## config.mk

```make
export PLATFORM = sky130hd
export DESIGN_NAME = special_register_access
export DESIGN_NICKNAME = d
export VERILOG_FILES = /design/src/sra_pkg.sv /design/src/special_register_access.sv
export SDC_FILE = /design/constraint.sdc
export NUM_CORES = 2
export LEC_CHECK = 0
export ABC_AREA = 1
export CAP_MARGIN = 0
export CORE_ASPECT_RATIO = 0.6
export CORE_UTILIZATION = 55
export DETAILED_ROUTE_END_ITERATION = 8
export DONT_BUFFER_PORTS = 1
export PLACE_DENSITY = 0.77
export SETUP_SLACK_MARGIN = 0.4
export SYNTH_ARGS = -nofsm -noshare
export SYNTH_HDL_FRONTEND = slang
export SYNTH_SLANG_ARGS = --single-unit
```

## constraint.sdc

```tcl
create_clock -name REF_CLK -period 4.6 [get_ports REF_CLK]
set_input_delay 0.92 -clock REF_CLK [delete_from_list [all_inputs] [get_ports REF_CLK]]
set_output_delay 0.92 -clock REF_CLK [all_outputs]
set_load 0.02 [all_outputs]
```

## src/sra_pkg.sv

```systemverilog
// shared constants and types for the special register area
package sra_pkg;

	// ----------------------------------------------------------------
	// widths
	// ----------------------------------------------------------------
	localparam int DATA_W = 8;
	localparam int ADDR_W = 8;
	localparam int LOW_BYTE_W = 8;

	// ----------------------------------------------------------------
	// data memory map
	// ----------------------------------------------------------------
	localparam logic [ADDR_W-1:0] IAP_ADDR = 8'h00;
	localparam logic [ADDR_W-1:0] PTR_ADDR = 8'h01;
	localparam logic [ADDR_W-1:0] ACC_ADDR = 8'h05;
	localparam logic [ADDR_W-1:0] PCL_ADDR = 8'h06;
	localparam logic [ADDR_W-1:0] TABLE_READ_POINTER_ADDR = 8'h07;
	localparam logic [ADDR_W-1:0] TABLE_READ_HIGH_BYTE_ADDR = 8'h08;
	localparam logic [ADDR_W-1:0] GP_BASE = 8'h40;
	localparam int GP_DEPTH = 256 - 64;

	// ----------------------------------------------------------------
	// reset values
	// ----------------------------------------------------------------
	localparam logic [DATA_W-1:0] ZERO_BYTE = 8'h00;

	// ----------------------------------------------------------------
	// types
	// ----------------------------------------------------------------
	typedef struct packed {
		logic rd;
		logic wr;
		logic [ADDR_W-1:0] addr;
		logic [DATA_W-1:0] wdata;
	} dm_req_t;

	typedef enum logic [0:0] {
		TBL_IDLE = 1'b0,
		TBL_STORE = 1'b1
	} tbl_state_t;

endpackage

```

## src/special_register_access.sv

```systemverilog
// special-purpose register area of the data memory, with general RAM behind it
`timescale 1ns/1ns
`default_nettype none
module special_register_access
	import sra_pkg::*;
#(
	parameter int PC_W = 11,
	parameter int ROM_W = 14
) (
	input wire logic REF_CLK,
	input wire logic RST,
	input wire dm_req_t DM_REQ,
	input wire logic ALU_WE,
	input wire logic [DATA_W-1:0] ALU_RESULT,
	input wire logic PC_STEP,
	input wire logic TBL_RD,
	input wire logic [ADDR_W-1:0] TBL_DEST,
	input wire logic [ROM_W-1:0] ROM_DATA,
	output logic [DATA_W-1:0] DM_RDATA,
	output logic DM_RVALID,
	output logic [DATA_W-1:0] ACC,
	output logic [PC_W-1:0] PC,
	output logic DUMMY_CYCLE,
	output logic [PC_W-1:0] TBL_ADDR,
	output logic TBL_BUSY
);

	localparam int HI_W = ROM_W - LOW_BYTE_W;

	// ----------------------------------------------------------------
	// address resolution
	// ----------------------------------------------------------------
	function automatic logic [ADDR_W-1:0] resolve(input logic [ADDR_W-1:0] a,
		input logic [ADDR_W-1:0] ptr);
		return (a == IAP_ADDR) ? ptr : a;
	endfunction

	function automatic logic [ADDR_W-1:0] gp_index(input logic [ADDR_W-1:0] a);
		return a - GP_BASE;
	endfunction

	logic [DATA_W-1:0] mp_r;
	logic [DATA_W-1:0] acc_r;
	logic [PC_W-1:0] pc_r;
	logic [DATA_W-1:0] table_read_pointer_r;
	logic [DATA_W-1:0] table_read_high_byte_r;
	logic [ADDR_W-1:0] dest_r;
	logic [PC_W-1:0] tbl_addr_r;
	logic busy_r;
	logic dummy_r;
	logic [DATA_W-1:0] rdata_r;
	logic rvalid_r;
	tbl_state_t state_r;
	logic [DATA_W-1:0] ram [GP_DEPTH];

	// ----------------------------------------------------------------
	// read path
	// ----------------------------------------------------------------
	wire [ADDR_W-1:0] rd_addr = resolve(DM_REQ.addr, mp_r);
	wire rd_gp = rd_addr >= GP_BASE;
	wire rd_unused = !rd_gp && rd_addr != PTR_ADDR && rd_addr != ACC_ADDR &&
		rd_addr != PCL_ADDR && rd_addr != TABLE_READ_POINTER_ADDR && rd_addr != TABLE_READ_HIGH_BYTE_ADDR;
	// the port itself decodes as unused: no storage, reads zero
	wire [DATA_W-1:0] rd_sel =
		(rd_addr == PTR_ADDR) ? mp_r :
		(rd_addr == ACC_ADDR) ? acc_r :
		(rd_addr == PCL_ADDR) ? pc_r[LOW_BYTE_W-1:0] :
		(rd_addr == TABLE_READ_POINTER_ADDR) ? table_read_pointer_r :
		(rd_addr == TABLE_READ_HIGH_BYTE_ADDR) ? table_read_high_byte_r :
		rd_gp ? ram[gp_index(rd_addr)] : ZERO_BYTE;

	// ----------------------------------------------------------------
	// write path: table store outranks a core write in the same cycle
	// ----------------------------------------------------------------
	wire tbl_store = busy_r;
	wire wr_en = tbl_store || DM_REQ.wr;
	wire [ADDR_W-1:0] wr_addr = tbl_store ? resolve(dest_r, mp_r) : resolve(DM_REQ.addr, mp_r);
	// write data only ever comes from the core bus or the rom word
	wire [DATA_W-1:0] wr_data = tbl_store ? ROM_DATA[LOW_BYTE_W-1:0] : DM_REQ.wdata;
	wire wr_ok = wr_en && wr_addr != IAP_ADDR;
	wire wr_mp = wr_ok && wr_addr == PTR_ADDR;
	wire wr_acc = wr_ok && wr_addr == ACC_ADDR;
	wire wr_pcl = wr_ok && wr_addr == PCL_ADDR;
	wire wr_table_read_pointer = wr_ok && wr_addr == TABLE_READ_POINTER_ADDR;
	wire wr_gp = wr_ok && wr_addr >= GP_BASE;
	wire [DATA_W-1:0] rom_hi = {{(DATA_W-HI_W){1'b0}}, ROM_DATA[ROM_W-1:LOW_BYTE_W]};

	// ----------------------------------------------------------------
	// next values
	// ----------------------------------------------------------------
	wire [DATA_W-1:0] mp_nxt = wr_mp ? wr_data : mp_r;
	// alu result wins over a bus write to the accumulator
	wire [DATA_W-1:0] acc_nxt = ALU_WE ? ALU_RESULT : wr_acc ? wr_data : acc_r;
	// the fetch behind a pcl write is stale, so the step is held off for one cycle
	wire [PC_W-1:0] pc_nxt =
		wr_pcl ? {pc_r[PC_W-1:LOW_BYTE_W], wr_data} :
		(PC_STEP && !dummy_r) ? PC_W'(pc_r + 1'b1) : pc_r;
	wire tbl_start = TBL_RD && state_r == TBL_IDLE;
	wire [PC_W-1:0] tbl_addr_nxt = tbl_start ? {pc_r[PC_W-1:LOW_BYTE_W], table_read_pointer_r} :
		tbl_addr_r;
	wire [DATA_W-1:0] table_read_high_byte_nxt = tbl_store ? rom_hi : table_read_high_byte_r;
	wire [DATA_W-1:0] table_read_pointer_nxt = wr_table_read_pointer ? wr_data : table_read_pointer_r;
	wire tbl_state_t state_nxt = tbl_start ? TBL_STORE : TBL_IDLE;

	// ----------------------------------------------------------------
	// registers
	// ----------------------------------------------------------------
	always_ff @(posedge REF_CLK or posedge RST) begin
		if (RST) begin
			mp_r <= ZERO_BYTE;
			acc_r <= ZERO_BYTE;
			pc_r <= '0;
			table_read_pointer_r <= ZERO_BYTE;
			table_read_high_byte_r <= ZERO_BYTE;
			dest_r <= IAP_ADDR;
			tbl_addr_r <= '0;
			state_r <= TBL_IDLE;
			busy_r <= 1'b0;
			dummy_r <= 1'b0;
			rdata_r <= ZERO_BYTE;
			rvalid_r <= 1'b0;
		end else begin
			mp_r <= mp_nxt;
			acc_r <= acc_nxt;
			pc_r <= pc_nxt;
			table_read_pointer_r <= table_read_pointer_nxt;
			table_read_high_byte_r <= table_read_high_byte_nxt;
			dest_r <= tbl_start ? TBL_DEST : dest_r;
			tbl_addr_r <= tbl_addr_nxt;
			state_r <= state_nxt;
			busy_r <= tbl_start;
			dummy_r <= wr_pcl;
			rdata_r <= DM_REQ.rd ? rd_sel : rdata_r;
			rvalid_r <= DM_REQ.rd;
		end
	end

	// general ram has no reset; software clears it
	always_ff @(posedge REF_CLK) begin
		if (wr_gp) begin
			ram[gp_index(wr_addr)] <= wr_data;
		end
	end

	assign DM_RDATA = rdata_r;
	assign DM_RVALID = rvalid_r;
	assign ACC = acc_r;
	assign PC = pc_r;
	assign DUMMY_CYCLE = dummy_r;
	assign TBL_ADDR = tbl_addr_r;
	assign TBL_BUSY = busy_r;
endmodule
`default_nettype wire

```

==> After elaboration in Yosys (flattened, before gate mapping) <==
Memory sizes are Yosys's and may differ from the RTL's.
Index checks and enable logic that the tools add are counted.
{ "totals": {"inputBits": 53, "memories": 1, "elab_cells": 63, "ram_bits": 1536, "ff_bits": 72} }
{ "mem_list": {"columns": ["memory", "depth", "word_bits", "rd", "rd_clocked_by_memory_dff", "write_ports", "line", "text"], "rows": [
  ["ram", 192, 8, 1, 0, 1, "special_register_access.sv:54", "logic [DATA_W-1:0] ram [GP_DEPTH];"]
]} }
{ "classes": {"eq_ne": 9, "add_sub_neg": 3, "n_reduce_logical": 16, "mux": 17, "bitwise_logic": 2, "n_lt_le_gt_ge": 2} }
{ "op_table": {"columns": ["cell", "n"], "rows": [
  ["$mux 8", 14],
  ["$eq 8x3->1 const B", 6],
  ["$eq 8x1->1 const B", 2],
  ["$ge 8x7->1 const B", 2],
  ["$logic_not 8->1", 2],
  ["$sub 8x7->8 const B", 2],
  ["$add 11x1->11 const B", 1],
  ["$eq 8x4->1 const B", 1],
  ["$logic_and 1x1->1", 8],
  ["$reduce_bool 8->1", 1],
  ["$reduce_bool 2->1", 2],
  ["$mux 1", 3],
  ["$not 1->1", 2],
  ["$reduce_and 2->1", 1],
  ["$logic_not 1->1", 1],
  ["$logic_or 1x1->1", 1]
]} }

==> Longest topological paths before layout <==
An unclocked memory read counts as a cell.
{ "logic_depth": {"depth_word": 10, "depth_mapped": 28, "ltp_nobuf": 26} }

==> Worst setup path after synthesis <==
Ideal clock, no wire load.
{ "synth_timing": {"kind": "register to register", "start": "register busy_r (netlist: TBL_BUSY)", "end": "memory ram[0][0] (data pin)", "path_stages_with_launch": 6, "arrival_time_ns": 3.549, "n_path_buf": 3, "required_time_ns": 3.972, "setup_slack_ns": 0.423, "path_cell_list": "dfrtp_1 clkbuf_1 buf_1 clkbuf_1 o21ai_0 inv_1"} }
{ "synth_between": {"elab_chain_len": 1} }
{ "synth_lines": {"columns": ["item", "line", "text"], "rows": [
  ["start: declaration", "special_register_access.sv:49", "logic busy_r;"],
  ["start signal: assignment", "special_register_access.sv:131", "busy_r <= tbl_start;"],
  ["$mux 8", "special_register_access.sv:79", "wire [DATA_W-1:0] wr_data = tbl_store ? ROM_DATA[LOW_BYTE_W-1:0] : DM_REQ.wdata;"],
  ["net wr_data[0]", "special_register_access.sv:79", null],
  ["end: declaration", "special_register_access.sv:54", null]
]} }
The timed path passes the listed nets, and every way through them passes these cells.

==> Worst setup path in the final report <==
{ "layout_timing": {"start": "register mp_r[0]", "end": "memory ram[37][3] (enable)"} }
{ "layout_between": {"elab_chain_len": 7, "word_cells_on_any_way": 10} }
{ "layout_lines": {"columns": ["item", "line", "text"], "rows": [
  ["start: declaration", "special_register_access.sv:42", "logic [DATA_W-1:0] mp_r;"],
  ["start signal: assignment", "special_register_access.sv:123", "mp_r <= mp_nxt;"],
  ["$mux 8", "special_register_access.sv:35", "return (a == IAP_ADDR) ? ptr : a;"],
  ["$mux 8 (*)", "special_register_access.sv:77", "wire [ADDR_W-1:0] wr_addr = tbl_store ? resolve(dest_r, mp_r) : resolve(DM_REQ.addr, mp_r);"],
  ["branches (longest 5 deep; another with $ge 8x7->1)", null, null]
]} }
Mark *: on every way between the ends.

==> metrics.csv <==
stage;metric;value;unit
worst_setup_path;r2r_cells;13;
clock_network;clkSlewWorstSetupHoldPaths;70;ps
drt;postRouteAntennaNets;0;
sta;whs;156;ps
grt;grt.met3_usage;0.109;
placement;place_inst;8699;
power;ir_worst_vdd;0.404;mV
sta;setup_tns;0;ps
finish;diodes;0;
finish;fill_cells;9708;
floorplan;core_area;126000;um^2
synth;synth_top_family_by_area;simple AND/OR/NAND/NOR gates;
finish;nNetsFinal;7199;
worst_setup_path;crit-reg2reg-launch;mp_r[0]$_DFFE_PP0P_;
floorplan;io-pin-count;94;
hold_path;worstHoldStart;DM_REQ[17];
drt;post-route-drc-count;0;
clock_network;tritoncts_num_sinks;1607;
sta;final_period_minus_worst_setup_slack;3920;ps
clock_network;postCtsResizedCells;0;
grt;grt_first_pass_wirelength;309000;um
sta;ratio_of_final_minimum_period_to_clock_period;0.853;
worst_setup_path;endpoint_kind;flop;
status;run_status;completed;
power;leakagePower;32.9;nW
drt;num_vias;51459;
clock_network;cts-buffers-inserted;141;
sta;report.final.hold_viol_count;0;
finish;post-route-util;0.622;
finish;layout.cell_area.non_filler;78600;um^2
flow_run;drv_cap;0;
worst_setup_path;timing.reg2reg.setup_slack;680;ps
placement;dp_hpwl;129000;um
power;cellPowerDensity;390;nW/um^2
worst_setup_path;worst_reg2reg_endpoint;ram[37][3]$_DFFE_PP_;
grt;antenna_found_initial;5;
drt;initial_drt_pass_iterations;7;
floorplan;die_h;279;um
synth;synth.top_cells.by_area;sky130_fd_sc_hd__edfxtp_1 66%, sky130_fd_sc_hd__nand2_1 14%, sky130_fd_sc_hd__inv_1 4.8%;
hold_path;hold_path_end;DM_RVALID$_DFF_PP0_;
grt;gr-usage-all-layers;0.325;
drt;vias_per_cell;5.75;
grt;top_usage_layer;met1;
synth;area_fraction_in_compound_gates_after_synthesis;0.0399;
floorplan;row_count;101;
hold_path;min_delay_path_depth;0;
placement;post_dp_cell_area;74300;um^2
drt;wl;211000;um
grt;gr-usage-met1;0.473;
hold_path;min-delay-path-class;input port to flop;
finish;share_of_layout_cells_above_drive_strength_1;0.0844;
synth;synthesis.instances;6980;
grt;globalRouteMet2Util;0.454;
clock_network;cts-root-to-sink-buffers;3;
sta;number_of_endpoints_failing_setup_at_the_final_stage;0;
placement;io_buffer_count;0;
worst_setup_path;worst_ep_required_time;5090;ps
clock_network;ctsRootBufferMaster;sky130_fd_sc_hd__clkbuf_16;
synth;synth_fa_ha_area_frac;0.000535;
floorplan;floorplan.initialDensity;0.555;
sta;grt_setup_unrepaired;false;
floorplan;die_width;463;um
worst_setup_path;setup.worst_path.start_class;flop;
sta;achievable-frequency;0.255;GHz
clock_network;postCtsSetupBuffers;0;
floorplan;fp.dieArea;129000;um^2
grt;global_route.overflow_total;0;
synth;synth_area_leader_cell;sky130_fd_sc_hd__edfxtp_1;
synth;synthesis.nets;7036;
synth;synth.yosys.warnings;0;
sta;worst_slack;675;ps
sta;report.final.slew_viol_count;0;
synth;synth.avg_cell_area;10.1;um^2
finish;layout.cells.non_filler;8950;
placement;detailedPlace.worstSlack;172;ps
power;power;30.7;mW
synth;yosysSeqAreaShare;0.683;
clock_network;tritoncts;done;
sta;final.setup_skew;41.2;ps
synth;multiplexer_fraction_of_the_synthesized_cell_area;0;
worst_setup_path;cp_data_arrival_time;4410;ps
worst_setup_path;timing.setup.critical_path_class;flop to flop;
clock_network;holdBufCountCts;0;
synth;yosys.area_share.simple;0.207;
sta;max_slew.worst_pin.slew;1210;ps
synth;synth_xor_xnor_area_share;0.000874;
grt;grt_start_max_net_pins;194;
sta;timing.slew.headroom;0.188;
placement;gpl.final_weighted_congestion;0.988;
drt;routedWlPerCell;23.6;um
synth;post_synthesis_cell_type_count;36;
synth;syn-cell-area;70200;um^2
clock_network;worst_skew_pair_latency;810;ps
drt;1st_iter_drt_viols;9144;
clock_network;htreeDepth;4;
synth;synth_top_area_frac;0.657;
finish;area_delta_synth_final;12.0;%
synth;ys_ff_latch;1607;
worst_setup_path;cp_max_fo;9;
grt;grt_pass1_vias;48156;
-- registers in the layout, indices dropped and copies added (netlist names) --
name and flops:
ACC 8, DM_RDATA 8, DM_RVALID 1, DUMMY_CYCLE 1, PC 11, TBL_ADDR 11, TBL_BUSY 1, dest_r 8
mp_r 8, ram 1536, table_read_high_byte_r 6, table_read_pointer_r 8
-- synth_stat cells (all sizes together) --
cell type,count
nand2,2566
edfxtp,1536
inv,905
nor2,628
o21ai,287
a21oi,196
buf,186
nand3,163
nand3b,154
clkbuf,144
dfrtp,71
or2,43
nand4,38
a22oi,31
o221a,5
o221ai,5
clkinv,4
xor2,4
ha,3
nor3,3
o211ai,3
xnor2,3
o311ai,2
-- worst max-delay path, stage by stage, from the launching register on --
cell and delay, ps:
sky130_fd_sc_hd__dfrtp_1 550, sky130_fd_sc_hd__inv_1 110, sky130_fd_sc_hd__nand2_2 280, sky130_fd_sc_hd__nand2_8 180, sky130_fd_sc_hd__o21ai_0 270, sky130_fd_sc_hd__inv_1 120, sky130_fd_sc_hd__nand2_1 130, sky130_fd_sc_hd__nor2_1 90
sky130_fd_sc_hd__a21oi_2 290, sky130_fd_sc_hd__nand2_1 80, sky130_fd_sc_hd__inv_1 160, sky130_fd_sc_hd__nand2_1 510, sky130_fd_sc_hd__nor2_1 580, sky130_fd_sc_hd__buf_4 260
-- kinds of logic after synthesis --
family | Yosys count
fa+ha+maj | 3
flops | 1607
compound gates | 529
simple gates | 3595
xor+xnor | 7
buf+inv | 1239
-- area by class of cell --
cell class                      count  area, um^2  share of cell area
Sequential cell                  1607       47900               0.609
Inverter                          909        3460              0.0440
Clock inverter                     70         602             0.00765
Tap cell                         1699        2130              0.0270
Clock buffer                      181        3740              0.0475
Multi-Input combinational cell   4134       17600               0.223
Timing Repair Buffer              350        3230              0.0411
-- placed cells by master (no fill, tap or decap), types with 38 or more instances in the layout --
cell type and count:
sky130_fd_sc_hd__o21ai_0 263, sky130_fd_sc_hd__a21oi_1 191, sky130_fd_sc_hd__nand3b_1 154, sky130_fd_sc_hd__nand2_1 2555, sky130_fd_sc_hd__dfrtp_1 71, sky130_fd_sc_hd__buf_4 302
sky130_fd_sc_hd__buf_12 48, sky130_fd_sc_hd__clkbuf_16 142, sky130_fd_sc_hd__nand4_1 38, sky130_fd_sc_hd__inv_1 886, sky130_fd_sc_hd__edfxtp_1 1536, sky130_fd_sc_hd__nand3_1 163
sky130_fd_sc_hd__nor2_1 621
-- routing by layer --
| metal | vias to the layer above | wire length (um) |
|---|---|---|
| met5 | - | 58 |
| met4 | 8 | 7430 |
| met3 | 500 | 35400 |
| met2 | 3952 | 87400 |
| met1 | 24232 | 80800 |
| li1 | 22767 | - |
-- power by group --
part	leakage, nW	total, mW	switching, mW	internal, mW
registers	14.7	16.6	0.267	16.3
clock network	2.11	11.5	5.52	6.00
logic	16.1	2.58	2.00	0.579
-- how the worst max path moves through the flow --
stage	from	to	slack [ps]	cells past startpoint
finish	mp_r[0]$_DFFE_PP0P_	ram[37][3]$_DFFE_PP_	680	13
global route	dest_r[1]$_DFFE_PP0P_	ram[53][2]$_DFFE_PP_	520	16
CTS	mp_r[0]$_DFFE_PP0P_	ram[37][3]$_DFFE_PP_	830	13
detailed placement	DM_REQ[15]	DM_RDATA[5]$_DFFE_PP0P_	170	28
global placement	DM_REQ[8]	ram[37][1]$_DFFE_PP_	150	14
floorplan	TBL_BUSY$_DFF_PP0_	ram[0][0]$_DFFE_PP_	420	5
(Power assumes the default switching activity.)
